[src/rtl/aic_pkg.sv]
// Purpose: Shared constants and types for the analog input conditioning block
// Assumes: 40 MHz clock, samples already converted to signed millivolts
// Notes:   Register indices are word indices on the plain register port

package aic_pkg;

    // ****************************************************************
    // Timing
    // ****************************************************************
    localparam int CLK_PERIOD_NS = 25;
    localparam int MS_TIME_NS    = 1000000;
    localparam int MS_CYCLES     = MS_TIME_NS / CLK_PERIOD_NS;

    // ****************************************************************
    // Sizes and scaling
    // ****************************************************************
    localparam int NUM_CH        = 2;
    localparam int DATA_W        = 16;
    localparam int ADDR_W        = 5;
    localparam int CAL_W         = 3;
    localparam int FULL_SCALE_MV = 10000;
    localparam int PCT_UNIT_DIV  = 1000;
    localparam int PCT_MAX       = 32767;
    localparam int FRAC_W        = 16;
    localparam int SHIFT_MAX     = 15;

    // ****************************************************************
    // Register indices
    // ****************************************************************
    localparam logic [ADDR_W-1:0] REG_CH1_VOLT    = 5'h00;
    localparam logic [ADDR_W-1:0] REG_CH2_VOLT    = 5'h01;
    localparam logic [ADDR_W-1:0] REG_CH1_BASE    = 5'h02;
    localparam logic [ADDR_W-1:0] REG_CH_STRIDE   = 5'h05;
    localparam logic [ADDR_W-1:0] FLD_BIAS        = 5'h00;
    localparam logic [ADDR_W-1:0] FLD_DEAD_ZONE   = 5'h01;
    localparam logic [ADDR_W-1:0] FLD_MAG         = 5'h02;
    localparam logic [ADDR_W-1:0] FLD_FILTER_TC   = 5'h03;
    localparam logic [ADDR_W-1:0] FLD_ZERO_DRIFT  = 5'h04;
    localparam logic [ADDR_W-1:0] REG_CAL_TRIGGER = 5'h0c;
    localparam logic [ADDR_W-1:0] REG_RATED_SPEED = 5'h0d;
    localparam logic [ADDR_W-1:0] REG_CH1_PCT     = 5'h0e;
    localparam logic [ADDR_W-1:0] REG_CH2_PCT     = 5'h0f;
    localparam logic [ADDR_W-1:0] REG_CMD_SOURCE  = 5'h10;

    // ****************************************************************
    // Reset values
    // ****************************************************************
    localparam logic [DATA_W-1:0] BIAS_RESET   = 16'h0000;
    localparam logic [DATA_W-1:0] DZ_RESET     = 16'h0000;
    localparam logic [DATA_W-1:0] MAG_RESET    = 16'h03e8;
    localparam logic [DATA_W-1:0] TC_RESET     = 16'h0002;
    localparam logic [DATA_W-1:0] ZD_RESET     = 16'h0000;
    localparam logic [DATA_W-1:0] RATED_RESET  = 16'h0bb8;

    // ****************************************************************
    // Calibration trigger codes
    // ****************************************************************
    localparam logic [CAL_W-1:0] CAL_NONE = 3'h0;
    localparam logic [CAL_W-1:0] CAL_CH1  = 3'h1;
    localparam logic [CAL_W-1:0] CAL_CH2  = 3'h2;
    localparam logic [CAL_W-1:0] CAL_CH3  = 3'h3;
    localparam logic [CAL_W-1:0] CAL_ALL  = 3'h4;

    // ****************************************************************
    // Types
    // ****************************************************************
    typedef struct packed {
        logic [DATA_W-1:0] bias;
        logic [DATA_W-1:0] dead_zone;
        logic [DATA_W-1:0] magnification;
        logic [DATA_W-1:0] filter_tc;
        logic [DATA_W-1:0] zero_drift;
    } aic_chan_cfg_type;

    typedef struct packed {
        logic                          valid;
        logic [NUM_CH-1:0][DATA_W-1:0] mv;
    } aic_sample_type;

    typedef struct packed {
        logic              wr;
        logic              rd;
        logic [ADDR_W-1:0] addr;
        logic [DATA_W-1:0] wdata;
    } aic_reg_req_type;

    function automatic logic [ADDR_W-1:0] reg_index(input int ch,
                                                    input logic [ADDR_W-1:0] fld);
        reg_index = ADDR_W'(REG_CH1_BASE + ADDR_W'(ch) * REG_CH_STRIDE + fld);
    endfunction : reg_index

endpackage : aic_pkg

[src/rtl/aic_top.sv]
// Purpose: Analog command input conditioning with register port
// Assumes: Samples arrive as signed millivolts with a valid strobe
// Notes:   Percent values are in 0.1 percent units

`timescale 1ns/10ps
`default_nettype none

module aic_top #(
    parameter int CYCLES_PER_MS = aic_pkg::MS_CYCLES
) (
    input  wire logic                     clk_i,
    input  wire logic                     reset_n_i,
    input  wire aic_pkg::aic_reg_req_type reg_req_i,
    output var  logic [15:0]              reg_rdata_o,
    input  wire aic_pkg::aic_sample_type  sample_i,
    input  wire logic                     din_cal_i,
    output var  logic [31:0]              speed_cmd_o,
    output var  logic [15:0]              torque_pct_o
);
    import aic_pkg::*;

    // ****************************************************************
    // Elaboration checks
    // ****************************************************************
    if (CYCLES_PER_MS < 1 || CYCLES_PER_MS > 65535) begin : g_chk
        $error("CYCLES_PER_MS out of range");
    end

    // ****************************************************************
    // Millisecond tick
    // ****************************************************************
    localparam logic [15:0] TICK_LAST = 16'(CYCLES_PER_MS - 1);

    logic [15:0] tick_cnt;
    logic        tick;
    wire         tick_wrap = (tick_cnt == TICK_LAST);

    always_ff @(posedge clk_i) begin
        if (!reset_n_i) begin
            tick_cnt <= '0;
            tick     <= 1'b0;
        end else begin
            tick_cnt <= tick_wrap ? 16'h0000 : tick_cnt + 16'h0001;
            tick     <= tick_wrap;
        end
    end

    // ****************************************************************
    // Register port decode
    // ****************************************************************
    wire                 wr      = reg_req_i.wr;
    wire  [ADDR_W-1:0]   addr    = reg_req_i.addr;
    wire  [DATA_W-1:0]   wdata   = reg_req_i.wdata;
    wire                 wr_cal  = wr && (addr == REG_CAL_TRIGGER);
    wire                 wr_rate = wr && (addr == REG_RATED_SPEED);
    wire                 wr_src  = wr && (addr == REG_CMD_SOURCE);
    wire  [CAL_W-1:0]    code    = wdata[CAL_W-1:0];

    // ****************************************************************
    // Calibration triggers
    // ****************************************************************
    logic din_prev;
    wire  din_fall = din_prev && !din_cal_i;

    always_ff @(posedge clk_i) begin
        if (!reset_n_i) begin
            din_prev <= 1'b0;
        end else begin
            din_prev <= din_cal_i;
        end
    end

    logic [NUM_CH-1:0] cal_req;
    assign cal_req[0] = (wr_cal && (code == CAL_CH1 || code == CAL_ALL))
                        || din_fall;
    assign cal_req[1] = (wr_cal && (code == CAL_CH2 || code == CAL_ALL))
                        || din_fall;

    // ****************************************************************
    // Per-channel settings and datapath
    // ****************************************************************
    aic_chan_cfg_type  cfg  [NUM_CH];
    logic [DATA_W-1:0] volt [NUM_CH];
    logic [DATA_W-1:0] filt [NUM_CH];
    logic [DATA_W-1:0] pct  [NUM_CH];

    for (genvar c = 0; c < NUM_CH; c++) begin : g_ch
        wire hit_bias = wr && (addr == reg_index(c, FLD_BIAS));
        wire hit_dz   = wr && (addr == reg_index(c, FLD_DEAD_ZONE));
        wire hit_mag  = wr && (addr == reg_index(c, FLD_MAG));
        wire hit_tc   = wr && (addr == reg_index(c, FLD_FILTER_TC));
        wire hit_zd   = wr && (addr == reg_index(c, FLD_ZERO_DRIFT));

        always_ff @(posedge clk_i) begin
            if (!reset_n_i) begin
                cfg[c].bias          <= BIAS_RESET;
                cfg[c].dead_zone     <= DZ_RESET;
                cfg[c].magnification <= MAG_RESET;
                cfg[c].filter_tc     <= TC_RESET;
                cfg[c].zero_drift    <= ZD_RESET;
                volt[c]              <= '0;
            end else begin
                if (sample_i.valid) begin
                    volt[c] <= sample_i.mv[c];
                end
                if (hit_bias) begin
                    cfg[c].bias <= wdata;
                end
                if (hit_dz) begin
                    cfg[c].dead_zone <= wdata;
                end
                if (hit_mag) begin
                    cfg[c].magnification <= wdata;
                end
                if (hit_tc) begin
                    cfg[c].filter_tc <= wdata;
                end
                // Correction wins over a software write
                if (cal_req[c]) begin
                    cfg[c].zero_drift <= filt[c];
                end else if (hit_zd) begin
                    cfg[c].zero_drift <= wdata;
                end
            end
        end

        aic_lpf u_lpf (
            .clk_i          (clk_i),
            .reset_n_i      (reset_n_i),
            .sample_valid_i (sample_i.valid),
            .x_i            (sample_i.mv[c]),
            .tick_i         (tick),
            .tc_i           (cfg[c].filter_tc),
            .y_o            (filt[c])
        );

        aic_cmd_calc u_calc (
            .clk_i     (clk_i),
            .reset_n_i (reset_n_i),
            .filt_i    (filt[c]),
            .cfg_i     (cfg[c]),
            .pct_o     (pct[c])
        );
    end

    // ****************************************************************
    // Global settings
    // ****************************************************************
    logic [CAL_W-1:0]  cal_code;
    logic [DATA_W-1:0] rated_speed;
    logic              cmd_src;

    always_ff @(posedge clk_i) begin
        if (!reset_n_i) begin
            cal_code    <= CAL_NONE;
            rated_speed <= RATED_RESET;
            cmd_src     <= 1'b0;
        end else begin
            if (wr_cal) begin
                cal_code <= code;
            end
            if (wr_rate) begin
                rated_speed <= wdata;
            end
            if (wr_src) begin
                cmd_src <= wdata[0];
            end
        end
    end

    // ****************************************************************
    // Speed and torque commands
    // ****************************************************************
    wire        [15:0] pct_sel = cmd_src ? pct[1] : pct[0];
    wire signed [33:0] spd_prod = $signed(pct_sel)
                                  * $signed({1'b0, rated_speed});
    wire signed [33:0] spd_quo  = spd_prod / 34'(PCT_UNIT_DIV);

    always_ff @(posedge clk_i) begin
        if (!reset_n_i) begin
            speed_cmd_o  <= '0;
            torque_pct_o <= '0;
        end else begin
            speed_cmd_o  <= spd_quo[31:0];
            torque_pct_o <= pct_sel;
        end
    end

    // ****************************************************************
    // Read data
    // ****************************************************************
    logic [DATA_W-1:0] rd_value;

    always_comb begin
        rd_value = '0;
        case (addr)
            REG_CH1_VOLT:                      rd_value = volt[0];
            REG_CH2_VOLT:                      rd_value = volt[1];
            reg_index(0, FLD_BIAS):            rd_value = cfg[0].bias;
            reg_index(0, FLD_DEAD_ZONE):       rd_value = cfg[0].dead_zone;
            reg_index(0, FLD_MAG):             rd_value = cfg[0].magnification;
            reg_index(0, FLD_FILTER_TC):       rd_value = cfg[0].filter_tc;
            reg_index(0, FLD_ZERO_DRIFT):      rd_value = cfg[0].zero_drift;
            reg_index(1, FLD_BIAS):            rd_value = cfg[1].bias;
            reg_index(1, FLD_DEAD_ZONE):       rd_value = cfg[1].dead_zone;
            reg_index(1, FLD_MAG):             rd_value = cfg[1].magnification;
            reg_index(1, FLD_FILTER_TC):       rd_value = cfg[1].filter_tc;
            reg_index(1, FLD_ZERO_DRIFT):      rd_value = cfg[1].zero_drift;
            REG_CAL_TRIGGER:                   rd_value = 16'(cal_code);
            REG_RATED_SPEED:                   rd_value = rated_speed;
            REG_CH1_PCT:                       rd_value = pct[0];
            REG_CH2_PCT:                       rd_value = pct[1];
            REG_CMD_SOURCE:                    rd_value = 16'(cmd_src);
            default:                           rd_value = '0;
        endcase
    end

    always_ff @(posedge clk_i) begin
        if (!reset_n_i) begin
            reg_rdata_o <= '0;
        end else begin
            reg_rdata_o <= reg_req_i.rd ? rd_value : 16'h0000;
        end
    end

endmodule : aic_top

`default_nettype wire

[src/rtl/aic_lpf.sv]
// Purpose: First-order low-pass filter on one channel of millivolt samples
// Assumes: tick_i pulses once per millisecond
// Notes:   Time constant becomes the smallest power of two of milliseconds above it, capped at 2**15; zero bypasses

`timescale 1ns/10ps
`default_nettype none

module aic_lpf (
    input  wire logic        clk_i,
    input  wire logic        reset_n_i,
    input  wire logic        sample_valid_i,
    input  wire logic [15:0] x_i,
    input  wire logic        tick_i,
    input  wire logic [15:0] tc_i,
    output var  logic [15:0] y_o
);
    import aic_pkg::*;

    // Shift k with 2**k >= tc + 1, capped
    function automatic logic [3:0] shift_of(input logic [15:0] tc);
        logic [3:0] k;
        k = 4'h0;
        for (int i = 0; i < SHIFT_MAX; i++) begin
            if ((32'(tc) + 32'd1) > (32'd1 << i)) begin
                k = 4'(i + 1);
            end
        end
        shift_of = k;
    endfunction : shift_of

    logic signed [31:0] acc;
    logic        [15:0] x_hold;
    wire  signed [32:0] target   = $signed({x_hold[15], x_hold, 16'h0000});
    wire  signed [32:0] diff     = target - {acc[31], acc};
    wire  signed [32:0] step     = diff >>> shift_of(tc_i);
    wire  signed [31:0] next_acc = acc + 32'(step);
    wire                bypass   = (tc_i == 16'h0000);

    always_ff @(posedge clk_i) begin
        if (!reset_n_i) begin
            acc    <= '0;
            x_hold <= '0;
            y_o    <= '0;
        end else begin
            if (sample_valid_i) begin
                x_hold <= x_i;
            end
            if (bypass) begin
                if (sample_valid_i) begin
                    acc <= $signed({x_i, 16'h0000});
                    y_o <= x_i;
                end
            end else if (tick_i) begin
                acc <= next_acc;
                y_o <= next_acc[31:FRAC_W];
            end
        end
    end

endmodule : aic_lpf

`default_nettype wire

[src/rtl/aic_cmd_calc.sv]
// Purpose: Zero drift, bias, dead zone and magnification for one channel
// Assumes: Settings are sampled every cycle
// Notes:   Result is in units of 0.1 percent, saturated to 16 bits

`timescale 1ns/10ps
`default_nettype none

module aic_cmd_calc (
    input  wire logic                      clk_i,
    input  wire logic                      reset_n_i,
    input  wire logic [15:0]               filt_i,
    input  wire aic_pkg::aic_chan_cfg_type cfg_i,
    output var  logic [15:0]               pct_o
);
    import aic_pkg::*;

    wire signed [17:0] filt_x = 18'($signed(filt_i));
    wire signed [17:0] zd_x   = 18'($signed(cfg_i.zero_drift));
    wire signed [17:0] bias_x = 18'($signed(cfg_i.bias));
    wire signed [17:0] b1     = filt_x - zd_x - bias_x;
    wire        [17:0] b1_abs = b1[17] ? 18'(-b1) : 18'(b1);
    wire               in_dz  = b1_abs < {2'b00, cfg_i.dead_zone};
    wire signed [17:0] b2     = in_dz ? 18'sd0 : b1;
    wire signed [35:0] prod   = b2 * $signed({1'b0, cfg_i.magnification});
    wire signed [35:0] quo    = prod / 36'(FULL_SCALE_MV);
    wire               hi     = quo > 36'(PCT_MAX);
    wire               lo     = quo < -36'(PCT_MAX);

    always_ff @(posedge clk_i) begin
        if (!reset_n_i) begin
            pct_o <= '0;
        end else if (hi) begin
            pct_o <= 16'(PCT_MAX);
        end else if (lo) begin
            pct_o <= 16'(-PCT_MAX);
        end else begin
            pct_o <= quo[15:0];
        end
    end

endmodule : aic_cmd_calc

`default_nettype wire

[config.mk]
export PLATFORM = sky130hd
export DESIGN_NAME = aic_top
export DESIGN_NICKNAME = d
export VERILOG_FILES = /design/src/rtl/aic_pkg.sv /design/src/rtl/aic_top.sv /design/src/rtl/aic_lpf.sv /design/src/rtl/aic_cmd_calc.sv
export SDC_FILE = /design/constraint.sdc
export NUM_CORES = 2
export LEC_CHECK = 0
export ABC_CLOCK_PERIOD_IN_PS = 73800
export BUFFER_PORTS_ARGS = -buffer_cell sky130_fd_sc_hd__buf_2
export CAP_MARGIN = 10
export CORE_MARGIN = 4
export CORE_UTILIZATION = 55
export DETAILED_ROUTE_END_ITERATION = 8
export HOLD_SLACK_MARGIN = 0.02
export PLACE_DENSITY_LB_ADDON = 0.3
export SLEW_MARGIN = 20
export SYNTH_ARGS = -nofsm -noshare
export SYNTH_HDL_FRONTEND = slang
export SYNTH_SLANG_ARGS = --single-unit
[constraint.sdc]
create_clock -name clk_i -period 73.8 [get_ports clk_i]
set_input_delay 7.38 -clock clk_i [delete_from_list [all_inputs] [get_ports clk_i]]
set_output_delay 7.38 -clock clk_i [all_outputs]
set_load 0.02 [all_outputs]
==> metrics.md <==
| Metric | Value |
|---|---|
| Post-CTS Setup Inserts | 0 |
| GR Overflow Total | 0 |
| Dominant cells by area after synthesis | fa_1, ha_1, edfxtp_1 |
| Library cells used by synthesis | 181 |
| Dominant cell type by area after synthesis | fa_1 |
| Crit-path max FO | 18 |
| RSZ-0062 raised after global routing | false |
| Global Route Usage Sum | 0.340 |
| Via count | 84,876 |
| WP data required | 74,310 ps |
| Syn avg cell area | 7.95 um^2 |
| Final Max Tran Viols | 0 |
| CORE AREA | 161,000 um^2 |
| Largest family of logic cells by synthesized area | adder cells |
| Max cap viols | 0 |
| Simple-gate area share of the yosys netlist | 0.223 |
| Most used cell, CP | fa_1 |
| CP Class | reg -> reg |
| Worst Setup End Kind | flip-flop |
| EDFF count, synth | 192 |
| Post-synthesis xor/xnor area fraction | 0.0718 |
| Worst setup SP type | flip-flop |
| First-pass GRT wire length | 460,000 um |
| Ys async rst share | 0 |
| Fin crit share | 0.560 |
| Worst-margin pin slew | 1240 ps |
| Total wire length | 297,000 um |
| Number of I/O port buffers | 122 |
| Hold Crit Class | reg -> reg |
| Compound-Gate Fraction of Synth Area | 0.222 |
| Mux cell area share after synthesis | 0.0339 |
| FMAX | 24.2 MHz |
| CTS tree | done |
| DRT iter0 DRCs | 8,856 |
| Status | completed |
| Io pins | 123 |
| Ys Warns | 0 |
| Mapped Cells | 11,180 |
| Final setup viols | 0 |
| Die Wd | 410 um |
| Height of the chip | 410 um |
| Synth-to-layout area growth | 4.82% |
| Syn_nets | 12,528 |
| Rows | 147 |
| Post-DP HPWL | 237,000 um |
| Post-synth top area share | 0.183 |
| Gpl congestion | 1.01 |
| Vias per cell | 6.41 |
| Utilization after layout | 0.580 |
| H-tree Lvls | 2 |
| Post-cts resize count | 0 |
| Sum Neg Setup Slack | 0 ps |
| Min Hold Slack | 456 ps |
| Seq/Total Area, Yosys | 0.117 |
| CP Data Arrival Time | 41,870 ps |
| Share of cells above drive strength 1 | 0.0744 |
| Clk_lat worst skew | 700 ps |
| Final min period | 41,350 ps |
| Final Hold Viols | 0 |
| # DRC | 0 |
| DR pass1 iterations | 9 |
| Slew headroom | 0.171 |
| # nets final | 12,342 |
| Post-Synth Adder-Cell Area | 0.255 |
| Worst-path clk slew | 60 ps |
| Vias in the first global route | 81,771 |
| Longest Clk Path Bufs | 3 |
| Critical Path Max Stage Delay | 930 ps |
| Initial Util | 0.554 |
| Pin count of the biggest net entering global routing | 87 |
| CTS Buf Count | 51 |
| Post-DR wirelength/cell | 22.4 um |
| Initial antenna violation count | 44 |
| CTS root buf | clkbuf_16 |
| Top_reg_cell synth | dfxtp_1 |
| Clk sinks | 422 |
| Cell Area, Synth | 88,900 um^2 |
| Die Footprint | 168,000 um^2 |
| Flops & latches, synth | 422 |
| Slowest-stage cell, CP | o41ai_2 |
| Clock Skew | 85.5 ps |
| Cts hold-fix bufs | 0 |
| Antenna-violating nets left | 0 |
## cell usage in the layout (no fill, tap or decap), types with 97 or more instances in the layout
cell      count
inv_1      1279
nand2_1    1059
fa_1        814
nor2_1      799
and2_1      567
a21oi_1     547
ha_1        475
xnor2_1     473
o21ai_0     386
nor3_1      272
nand3_1     260
dfxtp_1     229
xor2_1      212
mux2i_1     205
edfxtp_1    192
and3_1      160
a31oi_1     153
a211oi_1    146
a21o_1      144
o21a_1      131
nand2b_1    124
buf_4       122
buf_2       121
nor2b_1     113
o211ai_1     99
a22oi_1      97
## synthesized netlist by cell type (82+ instances only)
| cell type | number |
|---|---|
| a211oi_1 | 148 |
| a21o_1 | 144 |
| a21oi_1 | 552 |
| a22oi_1 | 97 |
| a31oi_1 | 153 |
| and2_1 | 567 |
| and3_1 | 160 |
| clkbuf_1 | 362 |
| dfxtp_1 | 230 |
| edfxtp_1 | 192 |
| fa_1 | 814 |
| ha_1 | 475 |
| inv_1 | 1279 |
| mux2i_1 | 211 |
| nand2_1 | 1059 |
| nand2b_1 | 124 |
| nand3_1 | 261 |
| nand4_1 | 82 |
| nor2_1 | 810 |
| nor2b_1 | 115 |
| nor3_1 | 275 |
| o211ai_1 | 99 |
| o21a_1 | 131 |
| o21ai_0 | 386 |
| o31ai_1 | 84 |
| xnor2_1 | 474 |
| xor2_1 | 212 |
## per-layer routing
metal | routed length (um) | vias to the layer above | part of all wire | GRT usage
met5 | 103 | - | 0.00035 | 0
li1 | - | 38761 | - | -
met4 | 13100 | 16 | 0.044 | 0.135
met2 | 130000 | 4011 | 0.44 | 0.529
met3 | 30400 | 742 | 0.10 | 0.0870
met1 | 122000 | 41346 | 0.41 | 0.452
## state kept, by name, indices dropped and copies added (netlist names), 16 cells and up
| register | flops |
|---|---|
| speed_cmd_o | 32 |
| g_ch.u_lpf.acc | 64 |
| reg_rdata_o | 16 |
| rated_speed | 16 |
| cfg | 160 |
| volt | 32 |
| g_ch.u_lpf.x_hold | 32 |
| torque_pct_o | 16 |
| g_ch.u_calc.pct_o | 32 |
| tick_cnt | 16 |
## stage by stage
step	area, um^2	cells	worst slack, ps
after global placement	91200	13099	32720
after global routing	93100	13205	29410
after CTS	93000	13195	32680
final	93200	13236	32450
after detailed placement	91200	13100	32900
after floorplan	88900	11180	42160
## cells by family (layout without fill, tap and decap cells)
kind of cell | after synthesis | after routing
other cells | 0 | 40
fa+ha+maj | 1327 | 1327
simple gates | 3933 | 3933
mux | 288 | 288
flops | 422 | 422
buf+inv | 1767 | 1623
xor+xnor | 705 | 705
compound gates | 2738 | 2738
## area by class of cell
class	count	area, um^2
Antenna cell	40	100
Fill cell	14644	67400
Multi-Input combinational cell	8991	71900
Inverter	1285	4830
Clock buffer	64	1430
Sequential cell	422	10400
Timing Repair Buffer	243	1520
Clock inverter	31	373
Tap cell	2160	2700
## critical path, delay by kind of cell, from the launching register on
| kind | cells | cell delay, ps |
|---|---|---|
| AOI/OAI and AO/OA | 59 | 20390 |
| and+or+nand+nor | 32 | 9670 |
| adders and majority gates | 14 | 5950 |
| xor gates and xnor gates | 7 | 2590 |
| buffers and inverters | 7 | 1090 |
| muxes | 2 | 870 |
| DFF | 1 | 560 |
## path summary, 6_finish.rpt
| path | startpoint | end | slack [ps] | depth (start not counted) |
|---|---|---|---|---|
| max | g_ch[1].u_lpf.acc[18]$_SDFFE_PN0P_ | g_ch[1].u_calc.pct_o[12]$_SDFF_PN0_ | 32450 | 121 |
| min | g_ch[1].u_lpf.x_hold[3]$_SDFFE_PN0P_ | g_ch[1].u_lpf.x_hold[3]$_SDFFE_PN0P_ | 460 | 1 |
| max reg2reg | g_ch[1].u_lpf.acc[18]$_SDFFE_PN0P_ | g_ch[1].u_calc.pct_o[12]$_SDFF_PN0_ | 32450 | 121 |
| min reg2reg | g_ch[1].u_lpf.x_hold[3]$_SDFFE_PN0P_ | g_ch[1].u_lpf.x_hold[3]$_SDFFE_PN0P_ | 460 | 1 |
Power is left out: the tool's default activity adds up to more than one toggle a clock period on the data nets, which glitch-free logic cannot reach.
